### config.mk
export PLATFORM = sky130hd
export DESIGN_NAME = scm_top
export DESIGN_NICKNAME = d
export VERILOG_FILES = /design/src/rtl/scm_pkg.sv /design/src/rtl/scm_buf_if.sv /design/src/rtl/scm_buf.sv /design/src/rtl/scm_top.sv
export SDC_FILE = /design/constraint.sdc
export NUM_CORES = 1
export LEC_CHECK = 0
export BUFFER_PORTS_ARGS = -buffer_cell sky130_fd_sc_hd__buf_2
export CELL_PAD_IN_SITES_DETAIL_PLACEMENT = 1
export CELL_PAD_IN_SITES_GLOBAL_PLACEMENT = 2
export CORE_ASPECT_RATIO = 0.5
export CORE_UTILIZATION = 41
export CTS_CLUSTER_DIAMETER = 60
export DETAILED_ROUTE_END_ITERATION = 7
export GPL_ROUTABILITY_DRIVEN = 0
export HOLD_SLACK_MARGIN = 0.08
export PLACE_DENSITY = 0.82
export SLEW_MARGIN = 20
export SYNTH_ARGS = -nofsm -noshare
export SYNTH_HDL_FRONTEND = slang
export SYNTH_SLANG_ARGS = --single-unit
### constraint.sdc
create_clock -name core_clk_i -period 9.9 [get_ports core_clk_i]
set_input_delay 1.485 -clock core_clk_i [delete_from_list [all_inputs] [get_ports core_clk_i]]
set_output_delay 1.485 -clock core_clk_i [all_outputs]
set_load 0.005 [all_outputs]
### src/rtl/scm_pkg.sv
// Purpose: shared constants and types for the status change monitor
// Assumes: one 125 MHz core clock, asynchronous active-high reset
// Notes:   word layout and command encoding are collected here
package scm_pkg;

  // ****************************************************************
  // widths
  // ****************************************************************
  localparam int unsigned GEN_W     = 38;  // general status lines
  localparam int unsigned WORD_W    = 12;  // data bits per input word
  localparam int unsigned NUM_WORDS = 6;   // general words on channel one
  localparam int unsigned IDX_W     = 3;   // word number width
  localparam int unsigned PAD_W     = NUM_WORDS * WORD_W;
  localparam int unsigned NAV_W     = 10;  // navigation status bits
  localparam int unsigned BUF_W     = IDX_W + WORD_W;
  localparam int unsigned SYNC_W    = GEN_W + 1 + 1 + 1 + 1 + WORD_W;

  // ****************************************************************
  // output channel word fields
  // ****************************************************************
  localparam int unsigned CMD_BIT     = 11;  // 1 = store nav bits, 0 = request
  localparam int unsigned NAV_LSB     = 0;
  localparam int unsigned REQ_LSB     = 0;   // six word request bits
  localparam int unsigned REQ_SAD_BIT = 6;   // anomaly word request bit

  // ****************************************************************
  // reset values
  // ****************************************************************
  localparam logic [NUM_WORDS-1:0] REQ_RST  = 6'h3f;  // send all six general words at start
  localparam logic [WORD_W-1:0]    WORD_RST = 12'h000;
  localparam logic [NAV_W-1:0]     NAV_RST  = 10'h000;

  // ****************************************************************
  // channel handshake states
  // ****************************************************************
  typedef enum logic [1:0]
  {
    SCM_IDLE    = 2'b00,
    SCM_ENTER   = 2'b01,
    SCM_RELEASE = 2'b10
  } scm_hs_t;

endpackage

### src/rtl/scm_buf_if.sv
// Purpose: valid/ready carrier between scanner, buffer and channel stage
// Assumes: one clock domain
// Notes:   data holds word number above word data
`timescale 1ns/1ps
`default_nettype none
interface scm_buf_if
  import scm_pkg::*;
();
  logic             valid;
  logic             ready;
  logic [BUF_W-1:0] data;

  modport source (output valid, output data, input ready);
  modport sink   (input valid, input data, output ready);
endinterface
`default_nettype wire

### src/rtl/scm_buf.sv
// Purpose: two-entry word buffer with valid and ready on both sides
// Assumes: one clock domain
// Notes:   full drops ready so the scanner stalls and no word is lost
`timescale 1ns/1ps
`default_nettype none
module scm_buf
  import scm_pkg::*;
(
  // clock and reset
  input  wire logic   core_clk_i,
  input  wire logic   sys_rst_i,
  // filling and draining sides
  scm_buf_if.sink     in_if,
  scm_buf_if.source   out_if
);

  logic [BUF_W-1:0] mem_r [2];
  logic             wr_ptr_r;
  logic             rd_ptr_r;
  logic [1:0]       cnt_r;
  logic             push;
  logic             pop;

  // ****************************************************************
  // flags and strobes
  // ****************************************************************
  assign in_if.ready  = (cnt_r != 2'h2);
  assign out_if.valid = (cnt_r != 2'h0);
  assign out_if.data  = mem_r[rd_ptr_r];
  assign push         = in_if.valid && in_if.ready;
  assign pop          = out_if.valid && out_if.ready;

  // storage write
  always_ff @(posedge core_clk_i or posedge sys_rst_i)
  begin
    if (sys_rst_i)
    begin
      mem_r[0] <= '0;
      mem_r[1] <= '0;
    end
    else if (push)
    begin
      mem_r[wr_ptr_r] <= in_if.data;
    end
  end

  // pointers and fill count
  always_ff @(posedge core_clk_i or posedge sys_rst_i)
  begin
    if (sys_rst_i)
    begin
      wr_ptr_r <= 1'b0;
      rd_ptr_r <= 1'b0;
      cnt_r    <= 2'h0;
    end
    else
    begin
      if (push)
        wr_ptr_r <= ~wr_ptr_r;
      if (pop)
        rd_ptr_r <= ~rd_ptr_r;
      if (push && !pop)
        cnt_r <= cnt_r + 2'h1;
      else if (pop && !push)
        cnt_r <= cnt_r - 2'h1;
    end
  end

endmodule
`default_nettype wire

### src/rtl/scm_top.sv
// Purpose: status change monitor, sends changed or requested status words
// Assumes: all inputs are asynchronous pins; channels use four-phase enter/ack
// Notes:   extra lines fit by widening the general vector and word count
`timescale 1ns/1ps
`default_nettype none
module scm_top
  import scm_pkg::*;
(
  // clock and reset
  input  wire logic              core_clk_i,
  input  wire logic              sys_rst_i,
  // monitored status lines
  input  wire logic [GEN_W-1:0]  gen_status_i,
  input  wire logic              anomaly_detector_status_i,
  // input_mux_channel one, general words
  output logic                   in_ch1_enter_o,
  output logic [WORD_W-1:0]      in_ch1_data_o,
  output logic [IDX_W-1:0]       in_ch1_word_o,
  input  wire logic              in_ch1_ack_i,
  // input_mux_channel two, anomaly word
  output logic                   in_ch2_enter_o,
  output logic [WORD_W-1:0]      in_ch2_data_o,
  input  wire logic              in_ch2_ack_i,
  // output_mux_channel
  input  wire logic              output_mux_channel_strobe_i,
  input  wire logic [WORD_W-1:0] output_mux_channel_data_i,
  output logic                   output_mux_channel_ack_o,
  // navigation system lines
  output logic [NAV_W-1:0]       nav_status_o
);

  // ****************************************************************
  // pin synchronisers
  // ****************************************************************
  logic [SYNC_W-1:0]    sync1_r;
  logic [SYNC_W-1:0]    sync2_r;
  logic [GEN_W-1:0]     gen_s;
  logic                 sad_s;
  logic                 ack1_s;
  logic                 ack2_s;
  logic                 dom_stb_s;
  logic [WORD_W-1:0]    dom_data_s;
  logic                 dom_stb_d_r;
  logic                 dom_take;

  // two flops ahead of any logic
  always_ff @(posedge core_clk_i or posedge sys_rst_i)
  begin
    if (sys_rst_i)
    begin
      sync1_r <= '0;
      sync2_r <= '0;
    end
    else
    begin
      sync1_r <= {gen_status_i, anomaly_detector_status_i, in_ch1_ack_i, in_ch2_ack_i,
                  output_mux_channel_strobe_i, output_mux_channel_data_i};
      sync2_r <= sync1_r;
    end
  end

  assign {gen_s, sad_s, ack1_s, ack2_s, dom_stb_s, dom_data_s} = sync2_r;
  assign dom_take = dom_stb_s && !dom_stb_d_r;

  // ****************************************************************
  // output channel decode
  // ****************************************************************
  logic [NUM_WORDS-1:0] req_set;
  logic                 req_sad_set;

  assign req_set     = (dom_take && !dom_data_s[CMD_BIT]) ?
                       dom_data_s[REQ_LSB +: NUM_WORDS] : '0;
  assign req_sad_set = dom_take && !dom_data_s[CMD_BIT] && dom_data_s[REQ_SAD_BIT];

  // strobe edge, acknowledge echo and nav storage
  always_ff @(posedge core_clk_i or posedge sys_rst_i)
  begin
    if (sys_rst_i)
    begin
      dom_stb_d_r              <= 1'b0;
      output_mux_channel_ack_o <= 1'b0;
      nav_status_o             <= NAV_RST;
    end
    else
    begin
      dom_stb_d_r              <= dom_stb_s;
      output_mux_channel_ack_o <= dom_stb_s;
      if (dom_take && dom_data_s[CMD_BIT])
        nav_status_o <= dom_data_s[NAV_LSB +: NAV_W];
    end
  end

  // ****************************************************************
  // general word scanner
  // ****************************************************************
  logic [PAD_W-1:0]     gen_pad;
  logic [WORD_W-1:0]    held_r [NUM_WORDS];
  logic [NUM_WORDS-1:0] req_r;
  logic [NUM_WORDS-1:0] pend;
  logic [IDX_W-1:0]     sel;
  logic                 found;
  logic                 push;

  scm_buf_if push_if ();
  scm_buf_if pop_if ();

  // unused word bits read as zero
  assign gen_pad = {{(PAD_W-GEN_W){1'b0}}, gen_s};

  // pending words and lowest pending pick
  always_comb
  begin
    pend  = '0;
    sel   = '0;
    found = 1'b0;
    for (int k = 0; k < NUM_WORDS; k++)
    begin
      pend[k] = (gen_pad[k*WORD_W +: WORD_W] != held_r[k]) || req_r[k];
    end
    for (int k = NUM_WORDS - 1; k >= 0; k--)
    begin
      if (pend[k])
      begin
        sel   = IDX_W'(k);
        found = 1'b1;
      end
    end
  end

  assign push_if.valid = found;
  assign push_if.data  = {sel, gen_pad[sel*WORD_W +: WORD_W]};
  assign push          = push_if.valid && push_if.ready;

  // held copies follow each queued word
  always_ff @(posedge core_clk_i or posedge sys_rst_i)
  begin
    if (sys_rst_i)
    begin
      for (int k = 0; k < NUM_WORDS; k++)
        held_r[k] <= WORD_RST;
    end
    else if (push)
    begin
      held_r[sel] <= gen_pad[sel*WORD_W +: WORD_W];
    end
  end

  // request flags, a new request beats the clear
  always_ff @(posedge core_clk_i or posedge sys_rst_i)
  begin
    if (sys_rst_i)
      req_r <= REQ_RST;
    else
      req_r <= (req_r & ~(push ? (NUM_WORDS'(1) << sel) : '0)) | req_set;
  end

  scm_buf u_buf
  (
    .core_clk_i (core_clk_i),
    .sys_rst_i  (sys_rst_i),
    .in_if      (push_if),
    .out_if     (pop_if)
  );

  // ****************************************************************
  // channel one handshake
  // ****************************************************************
  scm_hs_t ch1_st_r;

  assign pop_if.ready = (ch1_st_r == SCM_IDLE);

  // enter high until ack, then low until ack drops
  always_ff @(posedge core_clk_i or posedge sys_rst_i)
  begin
    if (sys_rst_i)
    begin
      ch1_st_r       <= SCM_IDLE;
      in_ch1_enter_o <= 1'b0;
      in_ch1_data_o  <= WORD_RST;
      in_ch1_word_o  <= '0;
    end
    else
    begin
      unique case (ch1_st_r)
        SCM_IDLE:
        begin
          if (pop_if.valid)
          begin
            {in_ch1_word_o, in_ch1_data_o} <= pop_if.data;
            in_ch1_enter_o                 <= 1'b1;
            ch1_st_r                       <= SCM_ENTER;
          end
        end
        SCM_ENTER:
        begin
          if (ack1_s)
          begin
            in_ch1_enter_o <= 1'b0;
            ch1_st_r       <= SCM_RELEASE;
          end
        end
        SCM_RELEASE:
        begin
          if (!ack1_s)
            ch1_st_r <= SCM_IDLE;
        end
        default:
          ch1_st_r <= SCM_IDLE;
      endcase
    end
  end

  // ****************************************************************
  // channel two, anomaly word
  // ****************************************************************
  scm_hs_t ch2_st_r;
  logic    sad_held_r;
  logic    sad_req_r;
  logic    sad_take;

  assign sad_take = (ch2_st_r == SCM_IDLE) && ((sad_s != sad_held_r) || sad_req_r);

  // request flag, set beats clear
  always_ff @(posedge core_clk_i or posedge sys_rst_i)
  begin
    if (sys_rst_i)
      sad_req_r <= 1'b0;
    else
      sad_req_r <= (sad_req_r && !sad_take) || req_sad_set;
  end

  // single-bit word with held copy
  always_ff @(posedge core_clk_i or posedge sys_rst_i)
  begin
    if (sys_rst_i)
    begin
      ch2_st_r       <= SCM_IDLE;
      sad_held_r     <= 1'b0;
      in_ch2_enter_o <= 1'b0;
      in_ch2_data_o  <= WORD_RST;
    end
    else
    begin
      unique case (ch2_st_r)
        SCM_IDLE:
        begin
          if (sad_take)
          begin
            sad_held_r     <= sad_s;
            in_ch2_data_o  <= {{(WORD_W-1){1'b0}}, sad_s};
            in_ch2_enter_o <= 1'b1;
            ch2_st_r       <= SCM_ENTER;
          end
        end
        SCM_ENTER:
        begin
          if (ack2_s)
          begin
            in_ch2_enter_o <= 1'b0;
            ch2_st_r       <= SCM_RELEASE;
          end
        end
        SCM_RELEASE:
        begin
          if (!ack2_s)
            ch2_st_r <= SCM_IDLE;
        end
        default:
          ch2_st_r <= SCM_IDLE;
      endcase
    end
  end

endmodule
`default_nettype wire

Word level (Yosys, flattened, before mapping)
Cells that the tools add are included.

Register bits: 254. Word-level logic and storage cells: 136.

Multiply operators: 1. Eq/ne operators: 16. Reductions and logical operators: 39. Magnitude comparators: 5. Add/subtract/negate cells: 2. Bitwise operators: 8. Mux-type cells: 39. Shift-type cells: 2.

Operators by type and width (number): 72-bit bitwise mux (1); 72-bit by 8-bit indexed part select with 12-bit output (1); 15-bit 2-to-1 mux (4); 12-bit demux with 3-bit select (1); 12-bit inequality test (3); 30-bit bitwise mux (1); 12-bit nonzero test (2); 3-bit 2-to-1 mux (6); 2-bit 2-to-1 mux (8); 15-bit demux with 1-bit select (1); 1-bit logical AND (12); 12-bit 2-to-1 mux (1); 6-bit 2-to-1 mux (2); 2-bit by 12-bit inequality test with 1-bit output (1); 2-bit inequality test, second input constant (6); 2-bit case mux with 3 select lines (2); 3-bit AND reduction (4); 1-bit 2-to-1 mux (10); 1-bit logical OR (8); 2-bit nonzero test (4); 6-bit AND (1); 6-bit NOT (1); 6-bit bitwise OR (1); 1-bit by 3-bit left shift with 6-bit output, first input constant (1); 18 further kinds (30).

Longest topological paths before layout
Word-level depth: 14. Depth in mapped cells: 11. Gate-level depth less buffers: 10.

Modules after synthesis
Synthesis repeated with hierarchy kept, for this count alone.

Cells, all modules: 659. Area, all modules: 9410.3 µm².

By module, submodules not included: scm_top (cells each 560, area each 7791.2 µm², times used 1); scm_buf (cells each 99, area each 1619.1 µm², times used 1).

Worst setup path before layout
OpenSTA, ideal clock, no wires.

Kind: flip-flop to flip-flop. From: register held_r[64] (netlist name). To: register u_buf.mem_r[17] (netlist name). Arrival: 2.169 ns. Stages on the path, launching flop included: 9. Path buffers: 1. Path slack: 7.605 ns. Clock period less this slack: 2.295 ns. Library setup time: 0.126 ns. Required time: 9.774 ns. Cells stage by stage: dfrtp_1 -> xor2_1 -> nor4_2 -> nand4_2 -> a211oi_4 -> buf_6 -> mux2i_1 -> nor2_1 -> a221o_1.

Word-level cells in the longest chain between the ends: 6. Elaborated cells on any way between the ends: 8.

RTL lines: start, declared (RTL line scm_top.sv:97) `logic [WORD_W-1:0] held_r [NUM_WORDS];`; start signal, assigned by index (RTL line scm_top.sv:144) `held_r[sel] <= gen_pad[sel*WORD_W +: WORD_W];`; 12-bit inequality test * (RTL line scm_top.sv:118) `pend[k] = (gen_pad[k*WORD_W +: WORD_W] != held_r[k]) || req_r[k];`; 1-bit logical OR * (RTL line scm_top.sv:118); 3-bit 2-to-1 mux (RTL line scm_top.sv:122) `if (pend[k])`; 3-bit by 2-bit multiplier with 5-bit output (RTL line scm_top.sv:131) `assign push_if.data = {sel, gen_pad[sel*WORD_W +: WORD_W]};`; 72-bit by 8-bit indexed part select with 12-bit output (RTL line scm_top.sv:131); 30-bit bitwise mux (RTL line scm_buf.sv:43) `mem_r[wr_ptr_r] <= in_if.data;`; end signal, assigned by index (RTL line scm_buf.sv:43); end, declared (RTL line scm_buf.sv:17) `logic [BUF_W-1:0] mem_r [2];`.

Mark *: on every way between the ends. The rest lies on a longest branch, timed or not. A chain may end at the register's enable or synchronous reset.

Worst setup path after layout
From: register sync2_r[20]. To: register held_r[36] (netlist name).

Word-level cells in the longest chain between the ends: 9. Elaborated cells on any way between the ends: 14.

RTL lines: start, declared (RTL line scm_top.sv:36) `logic [SYNC_W-1:0] sync2_r;`; start signal, assigned (RTL line scm_top.sv:58) `sync2_r <= sync1_r;`; branches (longest 9 deep; another with 3-bit by 2-bit multiplier with 5-bit output).

Several ways; the timed one is not identified.

==> impl_results.md <==
- Clock transition at path regs: 60 ps
- Layout area overhead: 16.1%
- Cts bufs inserted: 23
- FFs w/ async S/R, synth: 1.00
- Place WS: 6400 ps
- R2R cell count: 6
- Dominant cells by area after synthesis: dfrtp_1, xor2_1, mux2i_1
- Post-CTS sizing: 0
- Final hold violations: 0
- Ys flop type: dfrtp_1
- Vias in the first global route: 5672
- Hpwl dp: between 10000 and 15000 um
- Vias/cell: 4.91
- Largest net degree at the start of global routing: 123
- Clock Latency Late Sink: about 500 ps
- Post-synth cell types: 47
- Clock sinks: 252
- Core area: 0.0218 mm2
- Yosys top cell by area: dfrtp_1
- Layout cells sized above 1: 0.231
- RSZ-0062 raised after global routing: false
- Data arrival, critical path: between 3000 and 4000 ps
- First-pass GRT wire length: around 32000 um
- Final period utilization: 0.355
- CTS tree: built
- CTS root buf: clkbuf_16
- Antenna fix cells: 0
- DR pass1 iterations: 4
- Pwr per Cell Area: 263 mW/mm2
- Wire per inst: 18.3 um
- Peak fanout along the critical path: 14
- Die height: 108 um
- Grt ovf: 0
- Post-CTS Setup Bufs: 0
- FMAX: 0.285 GHz
- Synthesized area: 0.00921 mm2
- Post-DRT Antenna Nets: 0
- DRC errors left: 0
- Initial Util: 0.422
- Most common library cell in the layout ignoring fill and taps: dfrtp_1
- Post-Syn Area per Cell: about 14 um2
- Pleak: 5.07 nW
- Number of max-capacitance violations reported: 0
- Clock Path Buffers: 3
- Num ports: 96
- Final Skew: roughly 8.8 ps
- Worst setup SP type: flip-flop
- Final wirelength: 19500 um
- Cts hold-fix bufs: 0
- Yosys reg bits: 252
- Horiz. Die Dim: 214 um
- All-Layer GR Usage: 0.178
- Post-synth top area share: 0.668
- H-tree depth: 1
- Hold Crit Class: reg -> reg
- Initial antenna violation count: 0
- Post-synth EDFFs: 0
- Final WS setup: 6390 ps
- FP Rows: 38
- Slew Viols, Final: 0
- Initial DRC Count: 329
- TNS Setup: 0 ps
- Highest-count cells in the layout ignoring fill and taps: dfrtp_1, buf_2, nor2_1
- Max_slew headroom: 0.356
- Status: finished, final reports clean
- Maximum VDD drop: 0.111 mV
- Tightest Pin Transition: ~960 ps
- Instance count of the mapped netlist: 662
- PortBufs: 83
- Die area: ~0.023 mm2
- Finish-stage setup viols: 0
- WP data required: 10280 ps
- Vias: 5259
- Final Critical Period: approximately 3500 ps
- CP Class: reg -> reg
- Worst hold path stage count: 0
- Post-synthesis sequential area ratio: 0.686
- Critical Path End Type: flip-flop
- Yosys warns: 0
- Final Net Count: 811
[synthesized netlist by cell type (all sizes together), types with 2 or more instances]
library cell	count
a21oi	18
and4	3
nor3	10
dfrtp	246
a221o	20
nor2	62
a22o	4
inv	18
and2	22
mux2	37
buf	21
a22oi	2
nor3b	2
nor2b	13
a211oi	2
nand4	6
o21ai	18
xnor2	5
nand3	5
mux2i	35
nand2	29
nand3b	3
dfstp	6
xor2	41
nor4	12
clkbuf	11
nand2b	3
[where the power goes]
| part | internal [mW] | switching [mW] |
|---|---|---|
| Combinational | 0.244 | 0.295 |
| Clock | 0.575 | 0.378 |
| Sequential | 1.20 | 0.125 |
[registers in the layout, summed over array words and instances, names as in the netlist, 2 cells and up]
name / count
ch1_st_r: 2
ch2_st_r: 2
held_r: 72
in_ch1_data_o: 12
in_ch1_word_o: 3
nav_status_o: 10
req_r: 6
sync1_r: 53
sync2_r: 53
u_buf.cnt_r: 2
u_buf.mem_r: 30
[layer usage]
layer,GRT usage,part of all wire,wire length [um],vias to the layer above
met4,0.0349,0.014,269,0
met1,0.265,0.50,9700,2736
met2,0.277,0.45,8870,96
met5,0,0,0,-
met3,0.0284,0.036,706,23
li1,-,-,-,2404
[final cells by class]
class,count,area [um2]
repair buffers,89,464
inverters,18,75.1
well taps,300,375
fillers,2203,11100
multi-input cells,370,2670
clock inverters,9,170
flip-flops and latches,252,6310
clock buffers,32,629
[worst max-delay path, cell delays in order, from the launching register on]
cell and delay (ps):
dfrtp_1 450, xor2_1 180, nor4_2 370, nand4_2 300, a211oi_4 880, and3_1 820, mux2_1 380
[worst paths after layout]
path	start	to	slack, ps
max reg2reg	sync2_r[20]	held_r[36]	6390
min in group asynchronous	sys_rst_i	sync1_r[18]	1160
min reg2reg	sync1_r[47]	sync2_r[47]	350
max in group asynchronous	sys_rst_i	in_ch1_data_o[9]	7480
min	sync1_r[47]	sync2_r[47]	350
max	sync2_r[20]	held_r[36]	6390
[stage by stage]
step / area, um2 / util / power (mW) / hold WS, ps / cells
floorplan: 9250 / - / 1.70 / 331 / 672
global placement: 9890 / 0.453 / 1.85 / 332 / 1029
detailed placement: 9890 / 0.453 / 1.88 / 336 / 1029
CTS: 10700 / 0.490 / 2.85 / 349 / 1070
global route: 10700 / 0.490 / 2.97 / 354 / 1070
finish: 10700 / 0.490 / 2.81 / 348 / 1070
[cell families (layout without fill, tap and decap cells)]
family | Yosys count | count (layout) | share of synthesized area
AND/OR/NAND/NOR | 173 | 173 | 0.104
XOR/XNOR | 46 | 46 | 0.0437
buffers and inverters | 50 | 148 | 0.0293
adder cells (fa/ha/maj) | 1 | 1 | 0.00136
multiplexers | 72 | 72 | 0.0833
AO/OA/AOI/OAI | 67 | 67 | 0.0526
flip-flops | 252 | 252 | 0.686
other | 1 | 11 | 0.000407
Power figures use the tool's default switching activity.
